`config.mk`:
```
export PLATFORM = sky130hd
export DESIGN_NAME = tmrev_timer
export DESIGN_NICKNAME = d
export VERILOG_FILES = /design/src/hdl/tmrev_pkg.sv /design/src/hdl/tmrev_edge_det.sv /design/src/hdl/tmrev_timer.sv
export SDC_FILE = /design/constraint.sdc
export NUM_CORES = 1
export LEC_CHECK = 0
export ABC_CLOCK_PERIOD_IN_PS = 3500
export BUFFER_PORTS_ARGS = -buffer_cell sky130_fd_sc_hd__buf_2
export CORE_ASPECT_RATIO = 0.5
export CORE_MARGIN = 2
export CORE_UTILIZATION = 25
export CTS_BUF_LIST = sky130_fd_sc_hd__clkbuf_8
export DETAILED_ROUTE_END_ITERATION = 16
export SETUP_SLACK_MARGIN = 0.15
export SYNTH_ARGS = -nofsm -noshare
export SYNTH_HDL_FRONTEND = slang
export SYNTH_SLANG_ARGS = --single-unit
export TNS_END_PERCENT = 100
```
`constraint.sdc`:
```
create_clock -name clk_i -period 3.5 [get_ports clk_i]
set_clock_uncertainty 0.05 [all_clocks]
set_input_delay 0.7 -clock clk_i [delete_from_list [all_inputs] [get_ports clk_i]]
set_output_delay 0.7 -clock clk_i [all_outputs]
set_load 0.01 [all_outputs]
```
`src/hdl/tmrev_pkg.sv`:
```
/*
 * constants for the 16-bit timer/event counter: register offsets,
 * field positions, reset values and timing counts.
 * assumes a plain single-cycle register port and a 100 MHz clock.
 */
package tmrev_pkg;
    localparam int          ADDR_W          = 4;
    localparam int          DATA_W          = 16;
    // register offsets (register port word addresses)
    localparam logic [3:0]  OFF_COUNT       = 4'h0;
    localparam logic [3:0]  OFF_CC_FIRST    = 4'h1;
    localparam logic [3:0]  OFF_CC_SECOND   = 4'h2;
    localparam logic [3:0]  OFF_MODE_CTRL   = 4'h3;
    localparam logic [3:0]  OFF_PRESCALER   = 4'h4;
    localparam logic [3:0]  OFF_CAP_CTRL    = 4'h5;
    localparam logic [3:0]  OFF_OSP_CTRL    = 4'h6;
    localparam logic [3:0]  OFF_IRQ_STATUS  = 4'h7;
    localparam logic [3:0]  OFF_IRQ_MASK    = 4'h8;
    // timer_mode_control fields
    localparam int          MODE_LO_BIT     = 2;
    localparam int          MODE_HI_BIT     = 3;
    localparam logic [1:0]  MODE_STOP       = 2'h0;
    localparam logic [1:0]  MODE_CLR_EDGE   = 2'h1;
    localparam logic [1:0]  MODE_FREE       = 2'h2;
    localparam logic [1:0]  MODE_CLR_MATCH  = 2'h3;
    localparam int          OVF_BIT         = 0;
    // prescaler_mode_reg fields
    localparam int          CLKSEL_LO_BIT   = 0;
    localparam int          CLKSEL_HI_BIT   = 1;
    localparam int          EDGE_LO_BIT     = 4;
    localparam int          EDGE_HI_BIT     = 5;
    localparam int          EDGE2_LO_BIT    = 6;
    localparam int          EDGE2_HI_BIT    = 7;
    localparam logic [1:0]  CLKSEL_EVENT    = 2'h3;
    localparam logic [1:0]  EDGE_FALL       = 2'h0;
    localparam logic [1:0]  EDGE_RISE       = 2'h1;
    localparam logic [1:0]  EDGE_BOTH       = 2'h3;
    // capture control: bit0 first reg captures, bit1 second reg captures,
    // bit2 first reg captures on the second pin instead of the trigger pin
    localparam int          CAP_FIRST_BIT   = 0;
    localparam int          CAP_SECOND_BIT  = 1;
    localparam int          CAP_SRC_BIT     = 2;
    // one-shot control: bit0 enable, bit1 soft trigger (self clearing),
    // bit2 pulse output level, read only
    localparam int          OSP_EN_BIT      = 0;
    localparam int          OSP_TRIG_BIT    = 1;
    localparam int          OSP_OUT_BIT     = 2;
    // interrupt status bits
    localparam int          IRQ_MATCH0      = 0;
    localparam int          IRQ_MATCH1      = 1;
    localparam int          IRQ_OVF         = 2;
    localparam int          IRQ_W           = 3;
    localparam logic [15:0] RESET_VALUE     = 16'h0000;
    localparam logic [15:0] COUNT_MAX       = 16'hffff;
    // prescaler divide ratios, in device clocks
    localparam int          CLK_HZ          = 100_000_000;
    localparam int          DIV_A           = 4;
    localparam int          DIV_B           = 16;
    localparam int          DIV_C           = 64;
endpackage

```
`src/hdl/tmrev_edge_det.sv`:
```
/*
 * two-stage synchroniser and selectable valid-edge detector for one pin.
 * assumes the pin is asynchronous to clk_i.
 */
`timescale 1ns/1ps
module tmrev_edge_det (
    input  wire logic       clk_i,
    input  wire logic       rst_n_i,
    input  wire logic       pin_i,
    input  wire logic [1:0] edge_sel_i,
    output logic            level_o,
    output logic            edge_o
);
    logic sync_a;
    logic sync_b;
    logic prev;
    wire  rise = sync_b & ~prev;
    wire  fall = ~sync_b & prev;

    always_ff @(posedge clk_i) begin
        if (!rst_n_i) begin
            sync_a <= 1'b0;
            sync_b <= 1'b0;
            prev   <= 1'b0;
        end else begin
            sync_a <= pin_i;
            sync_b <= sync_a;
            prev   <= sync_b;
        end
    end

    assign level_o = sync_b;
    assign edge_o  = (edge_sel_i == tmrev_pkg::EDGE_FALL) ? fall :
                     (edge_sel_i == tmrev_pkg::EDGE_RISE) ? rise :
                     (edge_sel_i == tmrev_pkg::EDGE_BOTH) ? (rise | fall) : 1'b0;
endmodule // tmrev_edge_det

```
`src/hdl/tmrev_timer.sv`:
```
/*
 * 16-bit timer/event counter with two capture/compare registers,
 * one-shot pulse output and a masked interrupt.
 * assumes software keeps the documented programming order and that the
 * two pins are asynchronous inputs.
 */
// Summary of operation
// - nonzero mode field starts counting; zero stops
// - first match may slip one count clock
// - pin edge restarts one-shot, except in event count mode
// - compare contents hold last value after stop
// - trigger edge select in prescaler bits 4,5
// - event count read from counter register
// - overflow flag also set on wrap at all ones
// - capture beats a simultaneous register write
`timescale 1ns/1ps
module tmrev_timer #(
    parameter int DIV_A = tmrev_pkg::DIV_A,
    parameter int DIV_B = tmrev_pkg::DIV_B,
    parameter int DIV_C = tmrev_pkg::DIV_C
) (
    input  wire logic        clk_i,
    input  wire logic        rst_n_i,
    input  wire logic [3:0]  addr_i,
    input  wire logic [15:0] wdata_i,
    input  wire logic        wr_i,
    input  wire logic        rd_i,
    output logic      [15:0] rdata_o,
    input  wire logic        trigger_capture_pin_i,
    input  wire logic        second_capture_pin_i,
    output logic             pulse_o,
    output logic             irq_o
);
    // ********************************
    // registers
    // ********************************
    logic [15:0] timer_count_register;
    logic [15:0] capture_compare_first;
    logic [15:0] capture_compare_second;
    logic [7:0]  timer_mode_control;
    logic [7:0]  prescaler_mode_reg;
    logic [2:0]  cap_ctrl;
    logic        osp_en;
    logic        osp_active;
    logic [2:0]  irq_status;
    logic [2:0]  irq_mask;
    logic [7:0]  presc;

    // ********************************
    // decode
    // ********************************
    wire wr_mode  = wr_i && addr_i == tmrev_pkg::OFF_MODE_CTRL;
    wire wr_cc0   = wr_i && addr_i == tmrev_pkg::OFF_CC_FIRST;
    wire wr_cc1   = wr_i && addr_i == tmrev_pkg::OFF_CC_SECOND;
    wire wr_cnt   = wr_i && addr_i == tmrev_pkg::OFF_COUNT;
    wire wr_osp   = wr_i && addr_i == tmrev_pkg::OFF_OSP_CTRL;
    wire wr_stat  = wr_i && addr_i == tmrev_pkg::OFF_IRQ_STATUS;

    wire [1:0] op_mode = {timer_mode_control[tmrev_pkg::MODE_HI_BIT],
                          timer_mode_control[tmrev_pkg::MODE_LO_BIT]};
    wire running = op_mode != tmrev_pkg::MODE_STOP;
    wire [1:0] clk_sel = {prescaler_mode_reg[tmrev_pkg::CLKSEL_HI_BIT],
                          prescaler_mode_reg[tmrev_pkg::CLKSEL_LO_BIT]};
    wire [1:0] trig_edge_sel = {prescaler_mode_reg[tmrev_pkg::EDGE_HI_BIT],
                                prescaler_mode_reg[tmrev_pkg::EDGE_LO_BIT]};
    wire [1:0] cap2_edge_sel = {prescaler_mode_reg[tmrev_pkg::EDGE2_HI_BIT],
                                prescaler_mode_reg[tmrev_pkg::EDGE2_LO_BIT]};

    // ********************************
    // pins
    // ********************************
    logic trig_edge;
    logic cap2_edge;

    tmrev_edge_det u_trig (
        .clk_i      (clk_i),
        .rst_n_i    (rst_n_i),
        .pin_i      (trigger_capture_pin_i),
        .edge_sel_i (trig_edge_sel),
        .level_o    (),
        .edge_o     (trig_edge)
    );

    tmrev_edge_det u_cap2 (
        .clk_i      (clk_i),
        .rst_n_i    (rst_n_i),
        .pin_i      (second_capture_pin_i),
        .edge_sel_i (cap2_edge_sel),
        .level_o    (),
        .edge_o     (cap2_edge)
    );

    // pins are ignored while stopped
    wire trig_ev = running & trig_edge;
    wire cap2_ev = running & cap2_edge;

    // ********************************
    // count clock
    // ********************************
    // prescaler free-runs from reset, so the first tick after start lands
    // anywhere within one count-clock period
    wire tick_a = presc[1:0] == 2'(DIV_A - 1);
    wire tick_b = presc[3:0] == 4'(DIV_B - 1);
    wire tick_c = presc[5:0] == 6'(DIV_C - 1);
    wire tick = !running ? 1'b0 :
                (clk_sel == 2'h0) ? tick_a :
                (clk_sel == 2'h1) ? tick_b :
                (clk_sel == 2'h2) ? tick_c : trig_ev;

    // ********************************
    // compare, capture, clear
    // ********************************
    wire match0 = tick && timer_count_register == capture_compare_first;
    wire match1 = tick && timer_count_register == capture_compare_second;
    wire wrap   = tick && timer_count_register == tmrev_pkg::COUNT_MAX;
    wire soft_trig = wr_osp & wdata_i[tmrev_pkg::OSP_TRIG_BIT] & running;
    // pin edge restarts the one-shot with any count clock except the trigger pin itself
    wire osp_start = osp_en & (soft_trig | (trig_ev & clk_sel != tmrev_pkg::CLKSEL_EVENT));
    wire clr_edge = op_mode == tmrev_pkg::MODE_CLR_EDGE && trig_ev
                    && clk_sel != tmrev_pkg::CLKSEL_EVENT;
    wire clr_match = op_mode == tmrev_pkg::MODE_CLR_MATCH && match0;
    wire clr_cnt = clr_edge | clr_match | osp_start;
    // overflow also when the first compare is all ones and the count wraps
    wire ovf_ev = wrap | (clr_match &&
                  capture_compare_first == tmrev_pkg::COUNT_MAX);
    wire cap0_src = cap_ctrl[tmrev_pkg::CAP_SRC_BIT] ? cap2_ev : trig_ev;
    wire cap0_ev = cap_ctrl[tmrev_pkg::CAP_FIRST_BIT] & cap0_src;
    wire cap1_ev = cap_ctrl[tmrev_pkg::CAP_SECOND_BIT] & trig_ev;
    wire [15:0] next_count = clr_cnt ? tmrev_pkg::RESET_VALUE :
                             tick ? 16'(timer_count_register + 16'h0001) :
                             timer_count_register;
    wire [2:0] irq_set = {ovf_ev, match1 | cap1_ev, match0 | cap0_ev};

    always_ff @(posedge clk_i) begin
        if (!rst_n_i) begin
            presc <= 8'h00;
        end else begin
            presc <= 8'(presc + 8'h01);
        end
    end

    always_ff @(posedge clk_i) begin
        if (!rst_n_i || !running) begin
            timer_count_register <= tmrev_pkg::RESET_VALUE;
        end else if (wr_cnt) begin
            timer_count_register <= wdata_i;
        end else begin
            timer_count_register <= next_count;
        end
    end

    // capture beats a same-cycle software write; contents after a stop
    // are simply whatever was last stored
    always_ff @(posedge clk_i) begin
        if (!rst_n_i) begin
            capture_compare_first  <= tmrev_pkg::RESET_VALUE;
            capture_compare_second <= tmrev_pkg::RESET_VALUE;
        end else begin
            if (cap0_ev) begin
                capture_compare_first <= timer_count_register;
            end else if (wr_cc0) begin
                capture_compare_first <= wdata_i;
            end
            if (cap1_ev) begin
                capture_compare_second <= timer_count_register;
            end else if (wr_cc1) begin
                capture_compare_second <= wdata_i;
            end
        end
    end

    // ********************************
    // control registers
    // ********************************
    always_ff @(posedge clk_i) begin
        if (!rst_n_i) begin
            timer_mode_control <= 8'h00;
            prescaler_mode_reg <= 8'h00;
            cap_ctrl           <= 3'h0;
            osp_en             <= 1'b0;
            irq_mask           <= 3'h0;
        end else begin
            if (wr_mode) begin
                timer_mode_control <= wdata_i[7:0];
            end
            // clock select and edge bits are only honoured while stopped
            if (wr_i && addr_i == tmrev_pkg::OFF_PRESCALER && !running) begin
                prescaler_mode_reg <= wdata_i[7:0];
            end
            if (wr_i && addr_i == tmrev_pkg::OFF_CAP_CTRL) begin
                cap_ctrl <= wdata_i[2:0];
            end
            if (wr_osp) begin
                osp_en <= wdata_i[tmrev_pkg::OSP_EN_BIT];
            end
            if (wr_i && addr_i == tmrev_pkg::OFF_IRQ_MASK) begin
                irq_mask <= wdata_i[2:0];
            end
        end
    end

    // ********************************
    // one-shot pulse and interrupts
    // ********************************
    // pulse rises on second-compare match, falls on first-compare match;
    // a restart mid-pulse is not guarded, software and pin must wait
    always_ff @(posedge clk_i) begin
        if (!rst_n_i || !running || !osp_en) begin
            osp_active <= 1'b0;
            pulse_o    <= 1'b0;
        end else begin
            if (osp_start) begin
                osp_active <= 1'b1;
            end else if (match0 && osp_active) begin
                osp_active <= 1'b0;
            end
            if (osp_start || match0) begin
                pulse_o <= 1'b0;
            end else if (match1 && osp_active) begin
                pulse_o <= 1'b1;
            end
        end
    end

    // set wins over write-one-to-clear
    always_ff @(posedge clk_i) begin
        if (!rst_n_i) begin
            irq_status <= 3'h0;
        end else begin
            irq_status <= (irq_status & ~(wr_stat ? wdata_i[2:0] : 3'h0)) | irq_set;
        end
    end

    assign irq_o = |(irq_status & irq_mask);

    // ********************************
    // read port
    // ********************************
    wire [15:0] rd_mux =
        (addr_i == tmrev_pkg::OFF_COUNT)      ? timer_count_register :
        (addr_i == tmrev_pkg::OFF_CC_FIRST)   ? capture_compare_first :
        (addr_i == tmrev_pkg::OFF_CC_SECOND)  ? capture_compare_second :
        (addr_i == tmrev_pkg::OFF_MODE_CTRL)  ? {8'h00, timer_mode_control[7:1],
                                                 irq_status[tmrev_pkg::IRQ_OVF]} :
        (addr_i == tmrev_pkg::OFF_PRESCALER)  ? {8'h00, prescaler_mode_reg} :
        (addr_i == tmrev_pkg::OFF_CAP_CTRL)   ? {13'h0000, cap_ctrl} :
        (addr_i == tmrev_pkg::OFF_OSP_CTRL)   ? {13'h0000, pulse_o, 1'b0, osp_en} :
        (addr_i == tmrev_pkg::OFF_IRQ_STATUS) ? {13'h0000, irq_status} :
        (addr_i == tmrev_pkg::OFF_IRQ_MASK)   ? {13'h0000, irq_mask} : 16'h0000;

    always_ff @(posedge clk_i) begin
        if (!rst_n_i) begin
            rdata_o <= 16'h0000;
        end else begin
            rdata_o <= rd_i ? rd_mux : 16'h0000;
        end
    end
endmodule // tmrev_timer

```
==> qor.csv <==
stage,metric,value,unit
run_status,status,"complete, no violations",
critical_path,critPathLaunch,timer_count_register[2],
power_and_ir_drop,pwr-share-seq,57.3,%
timing,setup_violations,0,
critical_path,slowest_delay,0.78,ns
timing,fin_crit,2.70,ns
critical_path,critPathLaunchType,register,
synth,syn-num-nets,714,
clock_tree,tritoncts,yes,
power_and_ir_drop,power_frac_clock,33.5,%
power_and_ir_drop,p_switching,0.573,mW
clock_tree,postCtsSetupBuffers,0,
synth,ys.flop_type,dfxtp_1,
critical_path,cp_max_fo,16,
power_and_ir_drop,intPower,1.52,mW
critical_path,critPathKind,reg -> reg,
timing,hold_viol,0,
power_and_ir_drop,finalPower,2.10,mW
floorplan,fp.dieH,111,um
critical_path,rr_endpoint,timer_count_register[12],
timing,slew-limit-headroom,46.4,%
floorplan,fp.dieW,219,um
placement,io_buffers,43,
hold_path,hold_path_end,u_cap2.level_o,
route,finalWirelength,18000,um
global_routing,grt_pass1_wl,28000,um
synth,synth-seq-cells,103,
hold_path,hp-class,reg -> reg,
critical_path,reg2regPathDepth,6,
synth,netlist_instances,682,
cells_and_area,fin_util,28.2,%
route,wl_per_cell,17.8,um
critical_path,critPathTopFamily,compound AO/OA/AOI/OAI gates,
synth,ys_async_sr_fraction,0,%
power_and_ir_drop,vdd_drop_max,0.000137,V
synth,synth.avg_cell_area,8.44,um^2
synth,netlist_area,0.00575,mm^2
timing,fin_tns_setup,0,ns
synth,synth_edf_count,0,
clock_tree,cts.sink_count,103,
timing,worst_pin_slew,0.804,ns
placement,hpwl,12600,um
critical_path,cp.required,3.74,ns
global_routing,grt_pass1_vias,4900,
placement,finalWeightedCongestion,0.868,
critical_path,r2r_slack,0.80,ns
clock_tree,cts_max_level,3,
power_and_ir_drop,swShare,27.3,%
clock_tree,clk_pin_slew,0.10,ns
route,first_iter_violations,546,
timing,rsz0062_at_grt,no,
route,vias_per_cell,5.18,
clock_tree,clockBufferDepth,2,
cells_and_area,area_growth_syn_to_layout,11.2,%
floorplan,num_rows,39,
synth,seq_area_frac_synth,35.8,%
floorplan,start_util,25.4,%
timing,post-route-period-util,77.1,%
cells_and_area,final_common_cell,dfxtp_1,
clock_tree,cts_hold_buf,0,
clock_tree,cts-root-buf,clkbuf_8,
global_routing,grt_antenna_before_repair,0,
critical_path,crit_path_top_delay_cell,o31ai_4,
global_routing,grt-ovfl-total,0,
critical_path,worst-path-buf-inv,0,
timing,holdWs,0.404,ns
cells_and_area,final_cell_mix,"103 x dfxtp_1, 66 x nand2_1, 47 x nor2_1",
clock_tree,numCtsBuffers,9,
cells_and_area,drive_gt1_share,13.2,%
synth,yosysWarnings,0,
timing,slew_viol_final,0,
power_and_ir_drop,power_leakage,2.89,nW
route,route.vias.total,5224,
run,cap_viol_max_count,0,
power_and_ir_drop,p_per_area,328,mW/mm^2
floorplan,coreArea,0.0227,mm^2
cells_and_area,num_antenna_cells,0,
hold_path,hold-path-cell-count,1,
power_and_ir_drop,comb_power_share,9.2,%
floorplan,die-area,0.0243,mm^2
critical_path,crit_cells,6,
route,antenna_left,0,
floorplan,pin_count,44,
critical_path,cp-end-kind,register,
critical_path,path_cells,xor2_1 -> nor4_2 -> nand4_1 -> o31ai_4 -> o21ai_0 -> o211a_1,
clock_tree,insertion_delay,0.40,ns
cells_and_area,nets,730,
global_routing,grt_max_degree,34,
clock_tree,cts_resized,0,
synth,synth_cell_type_count,67,
critical_path,arrival,2.94,ns
route,drcViolationCount,0,
route,drt_first_pass_iters,5,
hold_path,hold_start,u_cap2.sync_a,
global_routing,grt_usage,14.9,%
critical_path,r2r_start,timer_count_register[2],
timing,fmax,371,MHz
[metal layers]
| metal | GRT usage (%) | wire [um] | up-vias |
|---|---|---|---|
| met5 | 0 | 0 | - |
| met4 | 6.62 | 517 | 0 |
| met2 | 23.2 | 8260 | 218 |
| li1 | - | - | 2456 |
| met1 | 19.9 | 7990 | 2517 |
| met3 | 2.96 | 1210 | 33 |
[through the flow]
stage,worst slack [ns],instance area [um^2],instances
finish,0.802,6390,1009
global route,0.668,6390,1009
CTS,0.858,6390,1009
detailed placement,0.835,6230,994
global placement,0.857,6230,994
floorplan,1.26,5750,682
[power groups by stage]
stage	clock network [mW]	registers [mW]	logic, mW
after floorplan	0	1.22	0.116
after global placement	0	1.23	0.188
after detailed placement	0	1.23	0.190
after CTS	0.715	1.20	0.191
after global routing	0.758	1.20	0.208
final	0.702	1.20	0.193
[cell usage after synthesis (all sizes together) (7+ instances only)]
cell type | number | area share [%]
nor3 | 13 | 1.2
o22ai | 7 | 0.76
buf | 23 | 2.7
nand4 | 13 | 1.4
nand3 | 30 | 2.6
a21oi | 23 | 2.0
inv | 20 | 1.3
o211a | 34 | 5.9
nand2 | 66 | 4.3
dfxtp | 103 | 36
clkbuf | 35 | 2.3
and3 | 12 | 1.3
a21boi | 11 | 1.4
nor2b | 20 | 2.2
mux2i | 32 | 5.6
xor2 | 33 | 5.0
o211ai | 9 | 1.2
o21ai | 44 | 3.8
and2 | 14 | 1.5
nor4 | 9 | 1.3
nor2 | 48 | 3.2
[worst max path at each step]
stage | end | slack, ns
after floorplan | capture_compare_second[3] | 1.26
after global placement | timer_count_register[8] | 0.86
after detailed placement | timer_count_register[8] | 0.83
after CTS | timer_count_register[12] | 0.86
after global routing | timer_count_register[13] | 0.67
final | timer_count_register[12] | 0.80
[area by class of cell]
class | count | area, um^2
fill | 2443 | 16300
multi-input combinational | 501 | 3340
timing repair buffer | 63 | 365
clock inverter | 5 | 27.5
clock buffer | 10 | 138
sequential | 103 | 2060
tap | 307 | 384
inverter | 20 | 75.1
[cell families (layout without fill, tap and decap cells)]
logic type	Yosys count	after routing	synth area share (%)
XOR/XNOR	39	39	5.94
multiplexers	36	36	6.55
adder cells (fa/ha/maj)	6	6	1.30
flip-flops	103	103	35.8
AO/OA/AOI/OAI	178	178	22.9
buffers and inverters	78	98	6.26
AND/OR/NAND/NOR	242	242	21.2
Power figures use the tool's default switching activity.
